File: config.mk
export PLATFORM = sky130hd
export DESIGN_NAME = scir_core
export DESIGN_NICKNAME = d
export VERILOG_FILES = /design/src/verilog/scir_pkg.sv /design/src/verilog/scir_ev_if.sv /design/src/verilog/scir_core.sv /design/src/verilog/scir_timer.sv
export SDC_FILE = /design/constraint.sdc
export NUM_CORES = 1
export LEC_CHECK = 0
export BUFFER_PORTS_ARGS = -buffer_cell sky130_fd_sc_hd__buf_2
export CORE_MARGIN = 2
export CORE_UTILIZATION = 45
export CTS_CLUSTER_SIZE = 20
export DETAILED_ROUTE_END_ITERATION = 12
export GPL_TIMING_DRIVEN = 0
export HOLD_SLACK_MARGIN = 0.02
export MAX_ROUTING_LAYER = met4
export PLACE_DENSITY = 0.79
export SYNTH_ARGS = -nofsm -noshare
export SYNTH_HDL_FRONTEND = slang
export SYNTH_SLANG_ARGS = --single-unit
File: constraint.sdc
create_clock -name mclk_i -period 2.5 [get_ports mclk_i]
set_clock_uncertainty 0.05 [all_clocks]
set_input_delay 0.125 -clock mclk_i [delete_from_list [all_inputs] [get_ports mclk_i]]
set_output_delay 0.125 -clock mclk_i [all_outputs]
set_load 0.03 [all_outputs]
File: src/verilog/scir_pkg.sv
// Purpose: Shared constants for the bus controller interrupt and reset block
// Assumes: AXI4-Lite register access, 20 MHz clock
// Notes: Register offsets are byte addresses
`default_nettype none
package scir_pkg;
   // ==========================================
   // Timing
   localparam int CLK_HZ = 20000000;
   localparam int SETTLE_NS = 400;
   localparam int RELEASE_NS = 800;
   localparam int SETTLE_CYC = (SETTLE_NS * (CLK_HZ / 1000000) + 999) / 1000;
   localparam int RELEASE_CYC = (RELEASE_NS * (CLK_HZ / 1000000)) / 1000;
   localparam int CNT_W = 5;
   // ==========================================
   // Register offsets
   localparam logic [7:0] OFS_MODE = 8'h00;
   localparam logic [7:0] OFS_TARCMD = 8'h04;
   localparam logic [7:0] OFS_INICMD = 8'h08;
   localparam logic [7:0] OFS_SELENA = 8'h0c;
   localparam logic [7:0] OFS_STATUS = 8'h10;
   localparam logic [7:0] OFS_CURSTAT = 8'h14;
   localparam logic [7:0] OFS_CURDATA = 8'h18;
   localparam logic [7:0] OFS_CLEAR = 8'h1c;
   // ==========================================
   // Config bits
   localparam int MODE_DMA = 1;
   localparam int MODE_BUSY_MONITOR_ENABLE = 2;
   localparam int MODE_END_OF_TRANSFER_INT_ENABLE = 3;
   localparam int MODE_PARITY_INT_ENABLE = 4;
   localparam int MODE_PARITY_CHECK_ENABLE = 5;
   localparam int INI_RST = 7;
   localparam int INI_BUS = 0;
   // Status bits
   localparam int ST_ACK = 0;
   localparam int ST_BUSY_LOSS_ERROR_FLAG = 2;
   localparam int ST_MATCH = 3;
   localparam int ST_INT = 4;
   localparam int ST_PARITY_ERROR_FLAG = 5;
   localparam int ST_DMA_DONE_FLAG = 7;
   // Current bus status bits
   localparam int CS_IO = 2;
   localparam int CS_SEL = 1;
   localparam int CS_BSY = 6;
   localparam int CS_RST = 7;
   localparam int CS_REQ = 5;
   localparam int CS_MSG = 4;
   localparam int CS_CD = 3;
   localparam logic [1:0] RESP_OK = 2'b00;
   localparam logic [1:0] RESP_ERR = 2'b10;
endpackage
`default_nettype wire

File: src/verilog/scir_ev_if.sv
// Purpose: Event carrier between the timer and the main block
// Assumes: One clock domain
// Notes: Plain level signals
`timescale 1ns/1ps
`default_nettype none
interface scir_ev_if;
   logic start;
   logic done;
   modport timer (input start, output done);
   modport user (output start, input done);
endinterface
`default_nettype wire

File: src/verilog/scir_core.sv
// Purpose: Interrupt and reset logic of the parallel bus controller
// Assumes: AXI4-Lite slave, bus pins synchronised here
// Notes: Bus lines are active high inside; drive enables for release
// Operation
// - One interrupt output; its level shows in the status register
// - Selection interrupt: SEL, BSY false 400 ns, data AND enable nonzero
// - All-zero select enable blocks selection interrupts
// - Count reaching zero in DMA sets done, interrupts if enabled
// - No further DMA transfers once done is set
// - Parity error on DMA receive or data read sets flag
// - Phase signals compared continuously with target command bits
// - Mismatch with DMA and REQ raises interrupt
// - Busy monitor: BSY false 400 ns sets busy loss and interrupts
// - RST always interrupts and cannot be masked
// - Bus signals released within 800 ns of bus reset
// - RST status follows the live line unlatched
// - Hardware reset clears all and drives nothing, no RST
// - Received RST clears all but sets pending, keeps RST bit
// - Host RST clears all, sets pending, bit held until cleared
// - Clear-flags read clears parity, pending and busy loss; pending stays set while RST is active
`timescale 1ns/1ps
`default_nettype none
module scir_core (
   input wire logic mclk_i,
   input wire logic resetn_i,
   input wire logic [7:0] s_axi_awaddr,
   input wire logic s_axi_awvalid,
   output logic s_axi_awready,
   input wire logic [31:0] s_axi_wdata,
   input wire logic [3:0] s_axi_wstrb,
   input wire logic s_axi_wvalid,
   output logic s_axi_wready,
   output logic [1:0] s_axi_bresp,
   output logic s_axi_bvalid,
   input wire logic s_axi_bready,
   input wire logic [7:0] s_axi_araddr,
   input wire logic s_axi_arvalid,
   output logic s_axi_arready,
   output logic [31:0] s_axi_rdata,
   output logic [1:0] s_axi_rresp,
   output logic s_axi_rvalid,
   input wire logic s_axi_rready,
   input wire logic bsy_i,
   input wire logic sel_i,
   input wire logic rst_i,
   input wire logic req_i,
   input wire logic ack_i,
   input wire logic msg_i,
   input wire logic cd_i,
   input wire logic io_i,
   input wire logic [7:0] db_i,
   input wire logic dbp_i,
   input wire logic dma_xfer_i,
   input wire logic dma_zero_i,
   output logic rst_o,
   output logic rst_oe_o,
   output logic bus_oe_o,
   output logic dma_stop_o,
   output logic irq_o
);
   // ==========================================
   // Synchronisers
   localparam int NS = 16;
   logic [NS-1:0] raw;
   logic [NS-1:0] s1_ff;
   logic [NS-1:0] s2_ff;
   // Bus lines are asynchronous to mclk_i; two flops before any use
   assign raw = {db_i, dbp_i, bsy_i, sel_i, rst_i, req_i, msg_i, cd_i, io_i};
   always_ff @(posedge mclk_i or negedge resetn_i) begin
      if (!resetn_i) begin
         s1_ff <= '0;
         s2_ff <= '0;
      end else begin
         s1_ff <= raw;
         s2_ff <= s1_ff;
      end
   end
   logic [7:0] db_s;
   logic dbp_s, bsy_s, sel_s, rst_s, req_s, msg_s, cd_s, io_s;
   assign {db_s, dbp_s, bsy_s, sel_s, rst_s, req_s, msg_s, cd_s, io_s} = s2_ff;
   logic ack_s1_ff, ack_s_ff;
   always_ff @(posedge mclk_i or negedge resetn_i) begin
      if (!resetn_i) begin
         ack_s1_ff <= 1'b0;
         ack_s_ff <= 1'b0;
      end else begin
         ack_s1_ff <= ack_i;
         ack_s_ff <= ack_s1_ff;
      end
   end

   // Good parity: odd count over data and parity bit
   function automatic logic odd_ok(input logic [7:0] d, input logic p);
      odd_ok = ^{d, p};
   endfunction
   // Word aligned and not past the last register of the range
   function automatic logic addr_ok(input logic [7:0] a, input logic [7:0] last);
      addr_ok = (a[7:2] <= last[7:2]) && (a[1:0] == 2'b00);
   endfunction

   // ==========================================
   // Registers
   logic [7:0] mode_ff, tarcmd_ff, inicmd_ff, selena_ff;
   logic int_ff, parity_error_flag_ff, busy_loss_error_flag_ff, dma_done_flag_ff;
   logic bus_rst;
   logic soft_clr;
   logic clr_rd;
   logic curdata_rd;
   logic wr_go, rd_go;
   logic [7:0] waddr_ff;
   logic aw_got_ff, w_got_ff;
   logic [31:0] wdata_ff;

   // Live RST on the line, own or another device's
   assign bus_rst = rst_s | inicmd_ff[scir_pkg::INI_RST];
   assign soft_clr = bus_rst;

   // ==========================================
   // Timers for selection settle and busy loss
   scir_ev_if sel_ev ();
   scir_ev_if bsy_ev ();
   assign sel_ev.start = !bsy_s;
   assign bsy_ev.start = !bsy_s & mode_ff[scir_pkg::MODE_BUSY_MONITOR_ENABLE];
   scir_timer #(.COUNT(scir_pkg::SETTLE_CYC)) u_sel_tmr (
      .mclk_i(mclk_i),
      .resetn_i(resetn_i),
      .ev(sel_ev.timer)
   );
   scir_timer #(.COUNT(scir_pkg::SETTLE_CYC)) u_bsy_tmr (
      .mclk_i(mclk_i),
      .resetn_i(resetn_i),
      .ev(bsy_ev.timer)
   );

   // ==========================================
   // Event detection
   logic match;
   logic sel_hit, pm_hit, par_hit, end_hit, bl_hit;
   logic sel_hit_q_ff, pm_q_ff, bl_q_ff, rst_q_ff;
   assign match = ({msg_s, cd_s, io_s} == tarcmd_ff[2:0]);
   assign sel_hit = sel_s & sel_ev.done & (|(db_s & selena_ff));
   assign pm_hit = !match & mode_ff[scir_pkg::MODE_DMA] & req_s;
   assign bl_hit = bsy_ev.done;
   assign end_hit = mode_ff[scir_pkg::MODE_DMA] & dma_xfer_i & dma_zero_i;
   assign par_hit = mode_ff[scir_pkg::MODE_PARITY_CHECK_ENABLE] & !odd_ok(db_s, dbp_s)
                    & ((dma_xfer_i & mode_ff[scir_pkg::MODE_DMA]) | curdata_rd);

   // Last levels, so a held condition interrupts once
   always_ff @(posedge mclk_i or negedge resetn_i) begin
      if (!resetn_i) begin
         sel_hit_q_ff <= 1'b0;
         pm_q_ff <= 1'b0;
         bl_q_ff <= 1'b0;
         rst_q_ff <= 1'b0;
      end else begin
         sel_hit_q_ff <= sel_hit;
         pm_q_ff <= pm_hit;
         bl_q_ff <= bl_hit;
         rst_q_ff <= bus_rst;
      end
   end

   // ==========================================
   // Sticky flags; set wins over a clear read
   always_ff @(posedge mclk_i or negedge resetn_i) begin
      if (!resetn_i) begin
         int_ff <= 1'b0;
      end else if ((sel_hit & !sel_hit_q_ff) | (pm_hit & !pm_q_ff) | (bl_hit & !bl_q_ff)
                   | (end_hit & mode_ff[scir_pkg::MODE_END_OF_TRANSFER_INT_ENABLE])
                   | (par_hit & mode_ff[scir_pkg::MODE_PARITY_INT_ENABLE])
                   | (bus_rst & !rst_q_ff)) begin
         int_ff <= 1'b1;
      end else if (clr_rd | soft_clr) begin
         int_ff <= int_ff & soft_clr;
      end
   end
   // Bus reset clears every flag; a clear read leaves the done flag alone
   always_ff @(posedge mclk_i or negedge resetn_i) begin
      if (!resetn_i) begin
         parity_error_flag_ff <= 1'b0;
         busy_loss_error_flag_ff <= 1'b0;
         dma_done_flag_ff <= 1'b0;
      end else begin
         if (par_hit & !soft_clr) parity_error_flag_ff <= 1'b1;
         else if (clr_rd | soft_clr) parity_error_flag_ff <= 1'b0;
         if (bl_hit & !soft_clr) busy_loss_error_flag_ff <= 1'b1;
         else if (clr_rd | soft_clr) busy_loss_error_flag_ff <= 1'b0;
         if (end_hit & !soft_clr) dma_done_flag_ff <= 1'b1;
         else if (soft_clr | !mode_ff[scir_pkg::MODE_DMA]) dma_done_flag_ff <= 1'b0;
      end
   end

   // ==========================================
   // Bus release and outputs
   // Enable drops on the first synchronised RST cycle, far inside the limit
   logic rel_ff;
   always_ff @(posedge mclk_i or negedge resetn_i) begin
      if (!resetn_i) begin
         rst_o <= 1'b0;
         rst_oe_o <= 1'b0;
         bus_oe_o <= 1'b0;
         rel_ff <= 1'b0;
         dma_stop_o <= 1'b0;
         irq_o <= 1'b0;
      end else begin
         rst_o <= inicmd_ff[scir_pkg::INI_RST];
         rst_oe_o <= inicmd_ff[scir_pkg::INI_RST];
         rel_ff <= bus_rst;
         bus_oe_o <= inicmd_ff[scir_pkg::INI_BUS] & !bus_rst & !rel_ff;
         dma_stop_o <= dma_done_flag_ff | end_hit;
         irq_o <= int_ff;
      end
   end

   // ==========================================
   // AXI4-Lite write
   // One write in flight; the readies return when the response is taken
   assign wr_go = aw_got_ff & w_got_ff & !s_axi_bvalid;
   always_ff @(posedge mclk_i or negedge resetn_i) begin
      if (!resetn_i) begin
         s_axi_awready <= 1'b1;
         s_axi_wready <= 1'b1;
         aw_got_ff <= 1'b0;
         w_got_ff <= 1'b0;
         waddr_ff <= '0;
         wdata_ff <= '0;
         s_axi_bvalid <= 1'b0;
         s_axi_bresp <= scir_pkg::RESP_OK;
      end else begin
         if (s_axi_awvalid & s_axi_awready) begin
            aw_got_ff <= 1'b1;
            waddr_ff <= s_axi_awaddr;
            s_axi_awready <= 1'b0;
         end
         if (s_axi_wvalid & s_axi_wready) begin
            w_got_ff <= 1'b1;
            wdata_ff <= s_axi_wdata;
            s_axi_wready <= 1'b0;
         end
         if (wr_go) begin
            s_axi_bvalid <= 1'b1;
            aw_got_ff <= 1'b0;
            w_got_ff <= 1'b0;
            s_axi_bresp <= addr_ok(waddr_ff, scir_pkg::OFS_SELENA) ? scir_pkg::RESP_OK : scir_pkg::RESP_ERR;
         end
         if (s_axi_bvalid & s_axi_bready) begin
            s_axi_bvalid <= 1'b0;
            s_axi_awready <= 1'b1;
            s_axi_wready <= 1'b1;
         end
      end
   end
   // Only byte lane 0 carries register data
   logic wstb;
   assign wstb = wr_go & s_axi_wstrb[0];
   always_ff @(posedge mclk_i or negedge resetn_i) begin
      if (!resetn_i) begin
         mode_ff <= '0;
         tarcmd_ff <= '0;
         selena_ff <= '0;
      end else if (soft_clr) begin
         mode_ff <= '0;
         tarcmd_ff <= '0;
         selena_ff <= '0;
      end else if (wstb) begin
         if (waddr_ff == scir_pkg::OFS_MODE) mode_ff <= wdata_ff[7:0];
         if (waddr_ff == scir_pkg::OFS_TARCMD) tarcmd_ff <= wdata_ff[7:0];
         if (waddr_ff == scir_pkg::OFS_SELENA) selena_ff <= wdata_ff[7:0];
      end
   end
   // RST bit survives a bus reset; only host or hardware reset clears it
   always_ff @(posedge mclk_i or negedge resetn_i) begin
      if (!resetn_i) begin
         inicmd_ff <= '0;
      end else if (wstb & (waddr_ff == scir_pkg::OFS_INICMD)) begin
         inicmd_ff <= wdata_ff[7:0];
      end else if (soft_clr) begin
         inicmd_ff <= inicmd_ff & (8'h01 << scir_pkg::INI_RST);
      end
   end

   // ==========================================
   // AXI4-Lite read
   // Clear read acts at the address handshake and returns zero
   assign rd_go = s_axi_arvalid & s_axi_arready;
   assign clr_rd = rd_go & (s_axi_araddr == scir_pkg::OFS_CLEAR);
   assign curdata_rd = rd_go & (s_axi_araddr == scir_pkg::OFS_CURDATA);
   logic [7:0] rd_mux;
   always_comb begin
      rd_mux = 8'h00;
      case (s_axi_araddr)
         scir_pkg::OFS_MODE: rd_mux = mode_ff;
         scir_pkg::OFS_TARCMD: rd_mux = tarcmd_ff;
         scir_pkg::OFS_INICMD: rd_mux = inicmd_ff;
         scir_pkg::OFS_SELENA: rd_mux = selena_ff;
         scir_pkg::OFS_STATUS: begin
            rd_mux[scir_pkg::ST_DMA_DONE_FLAG] = dma_done_flag_ff;
            rd_mux[scir_pkg::ST_PARITY_ERROR_FLAG] = parity_error_flag_ff;
            rd_mux[scir_pkg::ST_INT] = int_ff;
            rd_mux[scir_pkg::ST_MATCH] = match;
            rd_mux[scir_pkg::ST_BUSY_LOSS_ERROR_FLAG] = busy_loss_error_flag_ff;
            rd_mux[scir_pkg::ST_ACK] = ack_s_ff;
         end
         scir_pkg::OFS_CURSTAT: begin
            rd_mux[scir_pkg::CS_RST] = rst_s;
            rd_mux[scir_pkg::CS_BSY] = bsy_s;
            rd_mux[scir_pkg::CS_REQ] = req_s;
            rd_mux[scir_pkg::CS_MSG] = msg_s;
            rd_mux[scir_pkg::CS_CD] = cd_s;
            rd_mux[scir_pkg::CS_IO] = io_s;
            rd_mux[scir_pkg::CS_SEL] = sel_s;
         end
         scir_pkg::OFS_CURDATA: rd_mux = db_s;
         default: rd_mux = 8'h00;
      endcase
   end
   always_ff @(posedge mclk_i or negedge resetn_i) begin
      if (!resetn_i) begin
         s_axi_arready <= 1'b1;
         s_axi_rvalid <= 1'b0;
         s_axi_rdata <= '0;
         s_axi_rresp <= scir_pkg::RESP_OK;
      end else if (rd_go) begin
         s_axi_arready <= 1'b0;
         s_axi_rvalid <= 1'b1;
         s_axi_rdata <= {24'h000000, rd_mux};
         s_axi_rresp <= addr_ok(s_axi_araddr, scir_pkg::OFS_CLEAR) ? scir_pkg::RESP_OK : scir_pkg::RESP_ERR;
      end else if (s_axi_rvalid & s_axi_rready) begin
         s_axi_rvalid <= 1'b0;
         s_axi_arready <= 1'b1;
      end
   end
endmodule
`default_nettype wire

File: src/verilog/scir_timer.sv
// Purpose: Counts how long a level has held
// Assumes: Synchronous level in
// Notes: Done stays high while level holds past the count
`timescale 1ns/1ps
`default_nettype none
module scir_timer #(
   parameter int COUNT = 8
) (
   input wire logic mclk_i,
   input wire logic resetn_i,
   scir_ev_if.timer ev
);
   logic [scir_pkg::CNT_W-1:0] cnt_ff;
   logic done_ff;
   assign ev.done = done_ff;
   // ==========================================
   // Counter
   always_ff @(posedge mclk_i or negedge resetn_i) begin
      if (!resetn_i) begin
         cnt_ff <= '0;
         done_ff <= 1'b0;
      end else if (!ev.start) begin
         cnt_ff <= '0;
         done_ff <= 1'b0;
      end else if (cnt_ff >= scir_pkg::CNT_W'(COUNT - 1)) begin
         done_ff <= 1'b1;
      end else begin
         cnt_ff <= cnt_ff + 1'b1;
      end
   end
endmodule
`default_nettype wire
==> results.txt, run 1 <==
----------------------------------------------------
[Route]
  DRC violations left ... 0
  Pre-antenna DRT Iters ... 5
  Final routed wirelength across all metal layers ... around 13,000 µm
  Average vias per placed instance ... between 5 and 6
  Number of DRC markers after the initial detailed-route iteration ... 298
  Detail-routed net length per standard cell ... 17.0 µm
  ANT nets after route ... 0
  Total via count after detailed routing ... around 4.0k

[Timing]
  Setup violations, final ... 0
  Unrepaired setup endpoints after global routing ... yes
  Transition time at the pin with the least slew margin ... 825 ps
  Maximum clock rate ... between 400 and 500 MHz
  Final worst-path cycle share ... 97.4%
  Worst hold margin ... about 86 ps
  Number of hold violations in the final report ... 0
  Max-slew violations ... 0
  Final critical-path required period ... around 2400 ps
  PnR worst setup slack ... 65.6 ps
  Worst max-slew margin expressed relative to the limit ... between 40% and 50%

[GRT]
  First-pass GRT wire length ... 21,400 µm
  Number of antenna violations at the first check in global routing ... 0
  Global-route congestion overflow total ... 0
  Largest net degree at the start of global routing ... 81
  Gr usage total ... 23.0%
  Number of global-route vias before repair ... 4,183

[Yosys]
  Area share of and/or/nand/nor cells after synthesis ... 13.1%
  Area share of xor/xnor cells in the synthesized design ... about 2.3%
  Number of distinct library cell variants in the gate-level netlist after synthesis ... 54
  Largest cells by area after synthesis ... sky130_fd_sc_hd__dfrtp_1 58%, sky130_fd_sc_hd__mux2i_1 5.4%, sky130_fd_sc_hd__buf_4 3.9%
  Post-synthesis async set-or-reset flop share ... 100%
  Avg Inst Size Synth ... 11.5 µm²
  Post-synthesis adder-cell area fraction ... 0.482%
  Main flop type after synthesis ... sky130_fd_sc_hd__dfrtp_1
  Synthesis-stage register bit count ... 123
  Cell Area, Synth ... between 5000 and 6000 µm²
  Multiplexer fraction of the synthesized cell area ... 9.73%
  EDFF count, synth ... 0
  Yosys synthesis warning count ... 0
  Portion of synthesized cell area occupied by the leading cell type ... 57.8%
  Number of standard cells after synthesis ... around 450
  Compound-Gate Fraction of Synth Area ... 9.08%
  Post-synthesis cell type with the largest combined area ... sky130_fd_sc_hd__dfrtp_1
  Sequential cell area fraction in the yosys report ... between 50% and 60%
  Combinational family with the most area after synthesis ... simple AND/OR/NAND/NOR gates

[Power and ir drop]
  Internal portion of total power ... 4190 µW
  VDD IR max ... between 0.7 and 0.8 mV
  Switching pwr ... roughly 1700 µW
  Switching portion of total power ... 28.7%
  Pwr per Cell Area ... 846 nW/µm²
  Power share of the sequential group ... about 43%
  Leak pwr ... 0.00321 µW
  Clock group share of total power ... 43.0%
  Combinational share of power ... between 10% and 20%

[Worst setup path]
  Data required time of the critical path ... around 2700 ps
  Setup Crit Path Kind ... reg2reg
  WP data arrival ... ~2700 ps
  Setup crit end kind ... register
  Critical path peak fanout ... 8
  CP startpoint kind ... register
  Worst R2R Setup Slack ... 70 ps

[Clock tree]
  CTS sink count ... 123
  CTS tree ... built
  Clock latency of the later-clocked register in the worst-skew pair ... roughly 420 ps
  Clock root cell ... sky130_fd_sc_hd__clkbuf_16
  Maximum root-to-sink buffer count ... 2
  Count of H-tree levels built during CTS ... 4
  Total CTS buffers ... 17
  Clock-pin slew of the registers on the worst-case setup and hold paths ... 60 ps

[Die]
  I/O pins ... 124
  Row cnt ... 39
  Area of the core region ... between 10,000 and 15,000 µm²
  Area enclosed by the die boundary ... between 10,000 and 15,000 µm²
  Overall die height ... 111 µm
  Starting density of the core ... 45.9%
  Overall die width ... 111 µm

[Run status]
  Run status ... finished clean

[Placement]
  Standard cell area after detailed placement ... 5850 µm²
  Port Buffers ... roughly 70
  Detailed-placement wirelength estimate ... 8830 µm
  Post-Place Setup Slack ... -29.1 ps
  Weighted congestion at the end of routability-driven global placement ... 0.914

[Flow run]
  Number of max-cap violations ... 0

[Final layout]
  Fill cell count ... 928
  Fraction of final layout cells sized beyond drive strength 1 ... 26.0%
  Diodes inserted ... 0
  Most frequent standard cell in the layout excluding fill and tap cells ... sky130_fd_sc_hd__dfrtp_1
  Leading cell types in the layout, fill and taps excluded ... 120 x sky130_fd_sc_hd__dfrtp_1, 68 x sky130_fd_sc_hd__buf_2, 46 x sky130_fd_sc_hd__nand2_1
  Post-synthesis to final-layout area growth ... 33.8%
  Final Cell Area ... 6950 µm²
  Final-stage net count ... 691

[Min path]
  Hold WC Path Type ... in2reg

----------------------------------------------------
[registers in the layout, indices dropped and copies added, names as in the netlist, 5 cells and up]
signal	cells
s1_ff	16
s2_ff	16
inicmd_ff	8
mode_ff	8
s_axi_rdata	8
selena_ff	8
tarcmd_ff	8
waddr_ff	8
wdata_ff	8
u_bsy_tmr.cnt_ff	5
u_sel_tmr.cnt_ff	5
[worst max-delay path, stage by stage (launching register included)]
cell and delay (ps):
sky130_fd_sc_hd__dfrtp_1 380, sky130_fd_sc_hd__or4_4 540, sky130_fd_sc_hd__or4_4 490, sky130_fd_sc_hd__buf_6 160
sky130_fd_sc_hd__nor3_4 210, sky130_fd_sc_hd__buf_12 160, sky130_fd_sc_hd__mux2i_1 240, sky130_fd_sc_hd__nor2_1 70
[through the flow]
stage | cells | util [%] | setup TNS [ps] | power (µW)
after floorplan | 477 | - | 0 | 2980
after global placement | 689 | 51.3 | -13700 | 3240
after detailed placement | 690 | 51.6 | -88.7 | 3290
after CTS | 767 | 61.2 | 0 | 5890
after global routing | 767 | 61.4 | -4.87 | 6120
final | 767 | 61.4 | 0 | 5880
[what timing repair did]
action                     CTS  global route
setup endpoints to repair    9            18
gates cloned                 0             0
hold endpoints to repair   141             0
resized for setup            1             3
setup buffers                1             1
pin swaps                    1             1
hold buffers                44             0
[worst paths after layout]
check                      depth (start not counted)               end        start
max reg2reg                                        7      selena_ff[5]  waddr_ff[1]
min reg2reg                                        0          s2_ff[5]     s1_ff[5]
min in group asynchronous                          2         s1_ff[12]     resetn_i
max                                                7      selena_ff[5]  waddr_ff[1]
min                                                3  dma_done_flag_ff   dma_xfer_i
max in group asynchronous                          3     s_axi_awready     resetn_i
[layer usage]
layer  global-route usage (%)  part of all wire [%]  routed length, µm  vias to the layer above
met5                        -                     0                  0                        -
met4                     8.48                   2.0                267                        0
met3                     5.44                   6.5                846                       31
met2                     37.5                    50               6470                      174
met1                     28.1                    42               5490                     1948
li1                         -                     -                  -                     1847
[cell usage after synthesis (8+ instances only)]
library cell	instances
sky130_fd_sc_hd__nand2_1	46
sky130_fd_sc_hd__o21ai_0	12
sky130_fd_sc_hd__a22oi_1	10
sky130_fd_sc_hd__a21oi_1	17
sky130_fd_sc_hd__mux2_2	17
sky130_fd_sc_hd__nor2b_1	8
sky130_fd_sc_hd__nand3_1	9
sky130_fd_sc_hd__dfrtp_1	120
sky130_fd_sc_hd__buf_4	27
sky130_fd_sc_hd__mux2i_1	28
sky130_fd_sc_hd__nor3_1	8
sky130_fd_sc_hd__nor2_1	44
sky130_fd_sc_hd__inv_1	12
[kinds of logic after synthesis]
family / count (synthesis)
AOI/OAI and AO/OA: 73
xor gates and xnor gates: 12
adders and majority gates: 2
buffers and inverters: 53
DFF: 123
muxes: 47
other: 1
and+or+nand+nor: 141
[cell type report]
type | count | area [µm²] | area share (%)
plain buffers | 39 | 259 | 3.73
clock buffers | 17 | 425 | 6.12
clock inverters | 15 | 188 | 2.70
inverters | 13 | 48.8 | 0.702
multi-input cells | 301 | 1910 | 27.5
flip-flops and latches | 123 | 3080 | 44.3
well taps | 143 | 179 | 2.57
repair buffers | 116 | 860 | 12.4
[power groups by stage]
stage          logic (µW)  clock network [µW]  registers (µW)
6_report              827                2530            2520
4_1_cts               825                2560            2500
2_1_floorplan         451                   0            2530
3_3_place_gp          721                   0            2520
5_1_grt               903                2670            2560
3_5_place_dp          753                   0            2530
Power figures use the tool's default switching activity.
==> inputs of run 2 (changes only) <==
--- a/config.mk
+++ b/config.mk
@@ -6,6 +6,7 @@
 export NUM_CORES = 1
 export LEC_CHECK = 0
 export BUFFER_PORTS_ARGS = -buffer_cell sky130_fd_sc_hd__buf_2
+export CORE_ASPECT_RATIO = 0.75
 export CORE_MARGIN = 2
 export CORE_UTILIZATION = 45
 export CTS_CLUSTER_SIZE = 20
==> run 2 against run 1 <==
Effect of this change:
- count of clock-buffer cells in the layout is 5 higher
- sequential power about the same
- combinational power is 1% higher
- core utilization grew 2.1 points
- maximum frequency is 0.42% higher
- via count fell by 0.15%
- highest routed layer unchanged
- design area is 1.5% higher
- non-clock buffer count increased by 2
- critical path depth unchanged
- worst setup slack improved by 10 ps
- worst hold slack gained 51 ps
==> results.txt, run 2 (synthesized netlist as in run 1, its figures left out) <==
----------------------------------------------------
[Run status]
  Run status ... finished clean

[Route]
  ANT nets after route ... 0
  Pre-antenna DRT Iters ... 6
  Final routed wirelength across all metal layers ... 12,800 µm
  Average vias per placed instance ... ~5.2
  DRC violations left ... 0
  Number of DRC markers after the initial detailed-route iteration ... 392
  Total via count after detailed routing ... 3,994
  Detail-routed net length per standard cell ... 16.7 µm

[Timing]
  Worst max-slew margin expressed relative to the limit ... a little over half
  Final critical-path required period ... 2420 ps
  Maximum clock rate ... 413 MHz
  Unrepaired setup endpoints after global routing ... yes
  Number of hold violations in the final report ... 0
  Final worst-path cycle share ... 97.0%
  Max-slew violations ... 0
  Final total negative setup slack ... 0 ps
  Transition time at the pin with the least slew margin ... roughly 700 ps
  Worst hold margin ... 137 ps
  Setup violations, final ... 0

[GRT]
  Number of antenna violations at the first check in global routing ... 0
  First-pass GRT wire length ... around 21,000 µm
  Largest net degree at the start of global routing ... 76
  Most utilized layer in the global route result ... met2
  Met3 track demand over resource in global routing ... between 6 and 7%
  Global-route congestion overflow total ... 0
  Fraction of met2 tracks used by global routing ... 32.5%
  Global-route met1 utilization ... 30.7%
  Number of global-route vias before repair ... approximately 3.9k
  Gr usage total ... 22.5%

[Die]
  I/O pins ... about 120
  Area enclosed by the die boundary ... ~12,000 µm²
  Row cnt ... 33
  Starting density of the core ... a little under half
  Overall die height ... 97.1 µm
  Area of the core region ... 11,100 µm²
  Overall die width ... about 130 µm

[Power and ir drop]
  Leak pwr ... 0.00327 µW
  VDD IR max ... approximately 0.63 mV
  Pwr per Cell Area ... 893 nW/µm²

[Clock tree]
  Maximum root-to-sink buffer count ... 2
  Total CTS buffers ... 17
  Clock-pin slew of the registers on the worst-case setup and hold paths ... 50 ps
  Clock root cell ... sky130_fd_sc_hd__clkbuf_16
  CTS sink count ... 123
  CTS tree ... built
  Clock latency of the later-clocked register in the worst-skew pair ... 410 ps
  Count of H-tree levels built during CTS ... 4

[Placement]
  Detailed-placement wirelength estimate ... 9070 µm
  Standard cell area after detailed placement ... 5840 µm²
  Weighted congestion at the end of routability-driven global placement ... 1.01
  Port Buffers ... 69
  Count of placed standard cells including taps ... around 700

[Worst setup path]
  Setup crit end kind ... register
  Data required time of the critical path ... 2720 ps
  Setup Crit Path Kind ... reg2reg
  R2R cell count ... 7
  Critical path peak fanout ... 5
  CP startpoint kind ... register
  WP data arrival ... 2640 ps

[Min path]
  Hold path cells ... 3
  Hold WC Path Type ... in2reg

[Final layout]
  Fraction of final layout cells sized beyond drive strength 1 ... 26.2%
  Most frequent standard cell in the layout excluding fill and tap cells ... sky130_fd_sc_hd__dfrtp_1
  Largest registers in the final layout ... s1_ff (16), s2_ff (16)
  Utilization after layout ... 63.5%
  Final-stage net count ... 693
  Final cell count without fillers ... 766
  Final Cell Area ... between 7000 and 8000 µm²
  Diodes inserted ... 0
  Leading cell types in the layout, fill and taps excluded ... 120 x sky130_fd_sc_hd__dfrtp_1, 68 x sky130_fd_sc_hd__buf_2, 46 x sky130_fd_sc_hd__nand2_1
  Post-synthesis to final-layout area growth ... 35.8%

[Flow run]
  Number of max-cap violations ... 0

----------------------------------------------------
[run 2: stage by stage]
step	worst slack (ps)	total power (µW)
after floorplan	210	2980
after global placement	-153	3240
after detailed placement	-57.0	3300
after CTS	25.2	6320
after global routing	-19.6	6540
final	75.9	6300
[run 2: power by group]
group / leakage, µW / total [µW] / switching, µW / internal [µW]
Combinational: 0.00136 / 839 / 464 / 375
Clock: 0.000343 / 2940 / 859 / 2080
Sequential: 0.00156 / 2520 / 289 / 2240
[run 2: final cells by class]
cell class / count / area (µm²)
fillers: 879 / 4050
flip-flops and latches: 123 / 3080
multi-input cells: 301 / 1910
repair buffers: 118 / 862
clock buffers: 22 / 484
plain buffers: 39 / 259
clock inverters: 10 / 234
well taps: 140 / 175
inverters: 13 / 48.8
[run 2: path summary, 6_finish.rpt]
kind                             startpoint                to  slack (ps)
worst max-delay path            waddr_ff[1]      tarcmd_ff[6]          80
worst min-delay path             dma_xfer_i  dma_done_flag_ff         140
worst max register to register  waddr_ff[1]      tarcmd_ff[6]          80
worst min register to register    ack_s1_ff          ack_s_ff         290
max in group asynchronous          resetn_i      s_axi_wready        1510
min in group asynchronous          resetn_i  dma_done_flag_ff         170
[run 2: metal layers]
layer	vias up	wire length (µm)	part of all wire (%)
li1	1849	-	-
met1	1949	5770	45
met2	174	5770	45
met3	22	1050	8.2
met4	0	233	1.8
met5	-	0	0
[run 2: what timing repair did]
item,in CTS,in global routing
resized for setup,1,2
hold endpoints to repair,89,0
pin swaps,2,1
setup buffers,3,1
setup endpoints to repair,12,16
hold buffers,44,0
[run 2: critical path, cell delays in order (launching register included)]
cell                      delay, ps
sky130_fd_sc_hd__dfrtp_1        380
sky130_fd_sc_hd__or4_4          540
sky130_fd_sc_hd__or4_4          490
sky130_fd_sc_hd__buf_6          160
sky130_fd_sc_hd__nor3_4         230
sky130_fd_sc_hd__buf_4          190
sky130_fd_sc_hd__mux2i_1        180
sky130_fd_sc_hd__nor2_1          60
==> inputs of run 3 (changes only) <==
--- a/config.mk
+++ b/config.mk
@@ -13,7 +13,6 @@
 export DETAILED_ROUTE_END_ITERATION = 12
 export GPL_TIMING_DRIVEN = 0
 export HOLD_SLACK_MARGIN = 0.02
-export MAX_ROUTING_LAYER = met4
 export PLACE_DENSITY = 0.79
 export SYNTH_ARGS = -nofsm -noshare
 export SYNTH_HDL_FRONTEND = slang
==> constraint.sdc (replaced) <==
create_clock -name mclk_i -period 3.1 [get_ports mclk_i]
set_clock_uncertainty 0.05 [all_clocks]
set_input_delay 0.155 -clock mclk_i [delete_from_list [all_inputs] [get_ports mclk_i]]
set_output_delay 0.155 -clock mclk_i [all_outputs]
set_load 0.03 [all_outputs]
==> run 3 against run 2 <==
Effect of this change:
- sequential power is 20% lower
- first-iteration DRC count increased by 9.4%
- worst setup slack better by 480 ps
- combinational power down 21%
- maximum frequency fell by 4.6%
- sequential cell count did not move
- wire length is 0.71% lower
==> results.txt, run 3 (synthesized netlist as in run 1, its figures left out) <==
----------------------------------------------------
[Final layout]
  Leading cell types in the layout, fill and taps excluded ... 120 x sky130_fd_sc_hd__dfrtp_1, 69 x sky130_fd_sc_hd__buf_2, 46 x sky130_fd_sc_hd__nand2_1
  Final-stage net count ... roughly 700
  Diodes inserted ... 0
  Fill cell count ... 888
  Post-synthesis to final-layout area growth ... 33.1%
  Largest registers in the final layout ... s1_ff (16), s2_ff (16)
  Most frequent standard cell in the layout excluding fill and tap cells ... sky130_fd_sc_hd__dfrtp_1
  Final Cell Area ... between 6000 and 7000 µm²
  Fraction of final layout cells sized beyond drive strength 1 ... 25.2%
  Utilization after layout ... 62.3%

[Placement]
  Weighted congestion at the end of routability-driven global placement ... 0.984
  Detailed-placement wirelength estimate ... 9180 µm
  Standard cell area after detailed placement ... 5840 µm²
  Port Buffers ... 69

[Timing]
  Number of hold violations in the final report ... 0
  Setup violations, final ... 0
  Final total negative setup slack ... 0 ps
  Maximum clock rate ... 393 MHz
  Final worst-path cycle share ... 82.0%
  Transition time at the pin with the least slew margin ... approximately 780 ps
  Worst max-slew margin expressed relative to the limit ... a little under half
  Unrepaired setup endpoints after global routing ... no
  Final critical-path required period ... about 2500 ps
  Max-slew violations ... 0
  Worst hold margin ... 134 ps

[Worst setup path]
  Cells along the critical path ... or4_4 -> or4_4 -> buf_6 -> nor3_2 -> buf_2 -> nand2_1 -> o21ai_1
  Total buffers and inverters traversed by the critical path ... 2
  Setup Crit Path Kind ... reg2reg
  WP data arrival ... approximately 2800 ps
  Crit path largest cell delay ... about 540 ps
  Worst R2R Setup Slack ... 560 ps
  Slowest CP cell ... sky130_fd_sc_hd__or4_4
  CP startpoint kind ... register
  Setup crit end kind ... register
  Most numerous cell on the critical path ... sky130_fd_sc_hd__or4_4
  Capture point of the worst reg-to-reg path ... inicmd_ff[0]
  Startpoint of the most critical register-to-register path ... waddr_ff[1]
  R2R cell count ... 7
  Kind of cell with the highest combined delay on the critical path ... simple AND/OR/NAND/NOR gates
  Crit path depth ... 7
  Data required time of the critical path ... 3380 ps
  Critical path peak fanout ... 10

[Route]
  ANT nets after route ... 0
  Pre-antenna DRT Iters ... 6
  Average vias per placed instance ... roughly 5.3
  DRC violations left ... 0
  Number of DRC markers after the initial detailed-route iteration ... 429
  Total via count after detailed routing ... 4,008
  Final routed wirelength across all metal layers ... 12,700 µm
  Detail-routed net length per standard cell ... between 15 and 20 µm

[Clock tree]
  CTS tree ... built
  Count of H-tree levels built during CTS ... 4
  Clock latency of the later-clocked register in the worst-skew pair ... 410 ps
  Total CTS buffers ... 17
  CTS sink count ... 123
  Maximum root-to-sink buffer count ... 2
  Clock root cell ... sky130_fd_sc_hd__clkbuf_16
  Clock-pin slew of the registers on the worst-case setup and hold paths ... 50 ps

[GRT]
  Number of antenna violations at the first check in global routing ... 0
  First-pass GRT wire length ... a little over 20,000 µm
  Number of global-route vias before repair ... 3,890
  Gr usage total ... 21.7%
  Largest net degree at the start of global routing ... between 60 and 70
  Global-route congestion overflow total ... 0

[Min path]
  Hold WC Path Type ... in2reg
  Hold-critical path endpoint ... int_ff
  Startpoint of the most critical hold path ... dma_xfer_i
  Hold path cells ... 5

[Die]
  Overall die height ... between 90 and 100 µm
  Area enclosed by the die boundary ... 12,400 µm²
  I/O pins ... 124
  Area of the core region ... between 10,000 and 15,000 µm²
  Row cnt ... 33
  Starting density of the core ... 46.8%
  Overall die width ... 128 µm

[Power and ir drop]
  Overall power consumption ... 4830 µW
  Leak pwr ... 0.00320 µW
  VDD IR max ... 0.483 mV
  Pwr per Cell Area ... 698 nW/µm²

[Flow run]
  Number of max-cap violations ... 0

[Run status]
  Run status ... finished clean

----------------------------------------------------
run 3: cell types whose count changed in the layout (fill, tap and decap cells not counted), sizes merged:
cell	before	now
buf	106	103
bufinv	7	5
clkbuf	29	28
clkinv	2	5
dlygate4sd3	44	43
run 3: cell type report:
| cell class | instances | area, µm² | area share (%) |
|---|---|---|---|
| buffer | 40 | 260 | 3.76 |
| clock buffer | 21 | 450 | 6.51 |
| clock inverter | 11 | 193 | 2.79 |
| inverter | 13 | 48.8 | 0.705 |
| multi-input combinational | 301 | 1900 | 27.4 |
| sequential | 123 | 3080 | 44.6 |
| tap | 140 | 175 | 2.53 |
| timing repair buffer | 113 | 810 | 11.7 |
run 3: metal layers:
layer | vias to the layer above | wire (µm) | part of all wire [%] | global-route usage, %
met4 | 0 | 247 | 1.9 | 8.20
met2 | 173 | 5630 | 44 | 30.7
met1 | 1976 | 5830 | 46 | 31.8
li1 | 1839 | - | - | -
met3 | 20 | 1020 | 8.0 | 6.00
met5 | - | 0 | 0 | 0
run 3: how the worst max path moves through the flow:
stage	end	start	slack [ps]
5_1_grt	inicmd_ff[0]	waddr_ff[1]	380
3_3_place_gp	s1_ff[10]	resetn_i	420
4_1_cts	inicmd_ff[0]	waddr_ff[1]	560
2_1_floorplan	selena_ff[0]	waddr_ff[1]	810
6_report	inicmd_ff[0]	waddr_ff[1]	560
3_5_place_dp	inicmd_ff[0]	waddr_ff[1]	580
run 3: power breakdown:
part	internal [µW]	leakage (µW)	switching, µW
Clock	1450	0.000307	702
Combinational	300	0.00133	364
Sequential	1800	0.00156	213
Total	3550	0.00320	1280
run 3: repair_timing:
action / 4_1_cts / 5_1_grt
setup buffers: 0 / 0
hold buffers: 43 / 0
endpoints found under the hold margin: 100 / 0
resized for setup: 0 / 0
run 3: worst min-delay path, delay by kind of cell:
family,cells,cell delay [ps]
buffers and inverters,1,110
AO/OA/AOI/OAI,1,80
AND/OR/NAND/NOR,3,210
run 3: stage by stage:
step | std cells | worst slack [ps]
floorplan | 477 | 810
global placement | 686 | 419
detailed placement | 687 | 577
CTS | 762 | 562
global route | 762 | 384
finish | 762 | 558
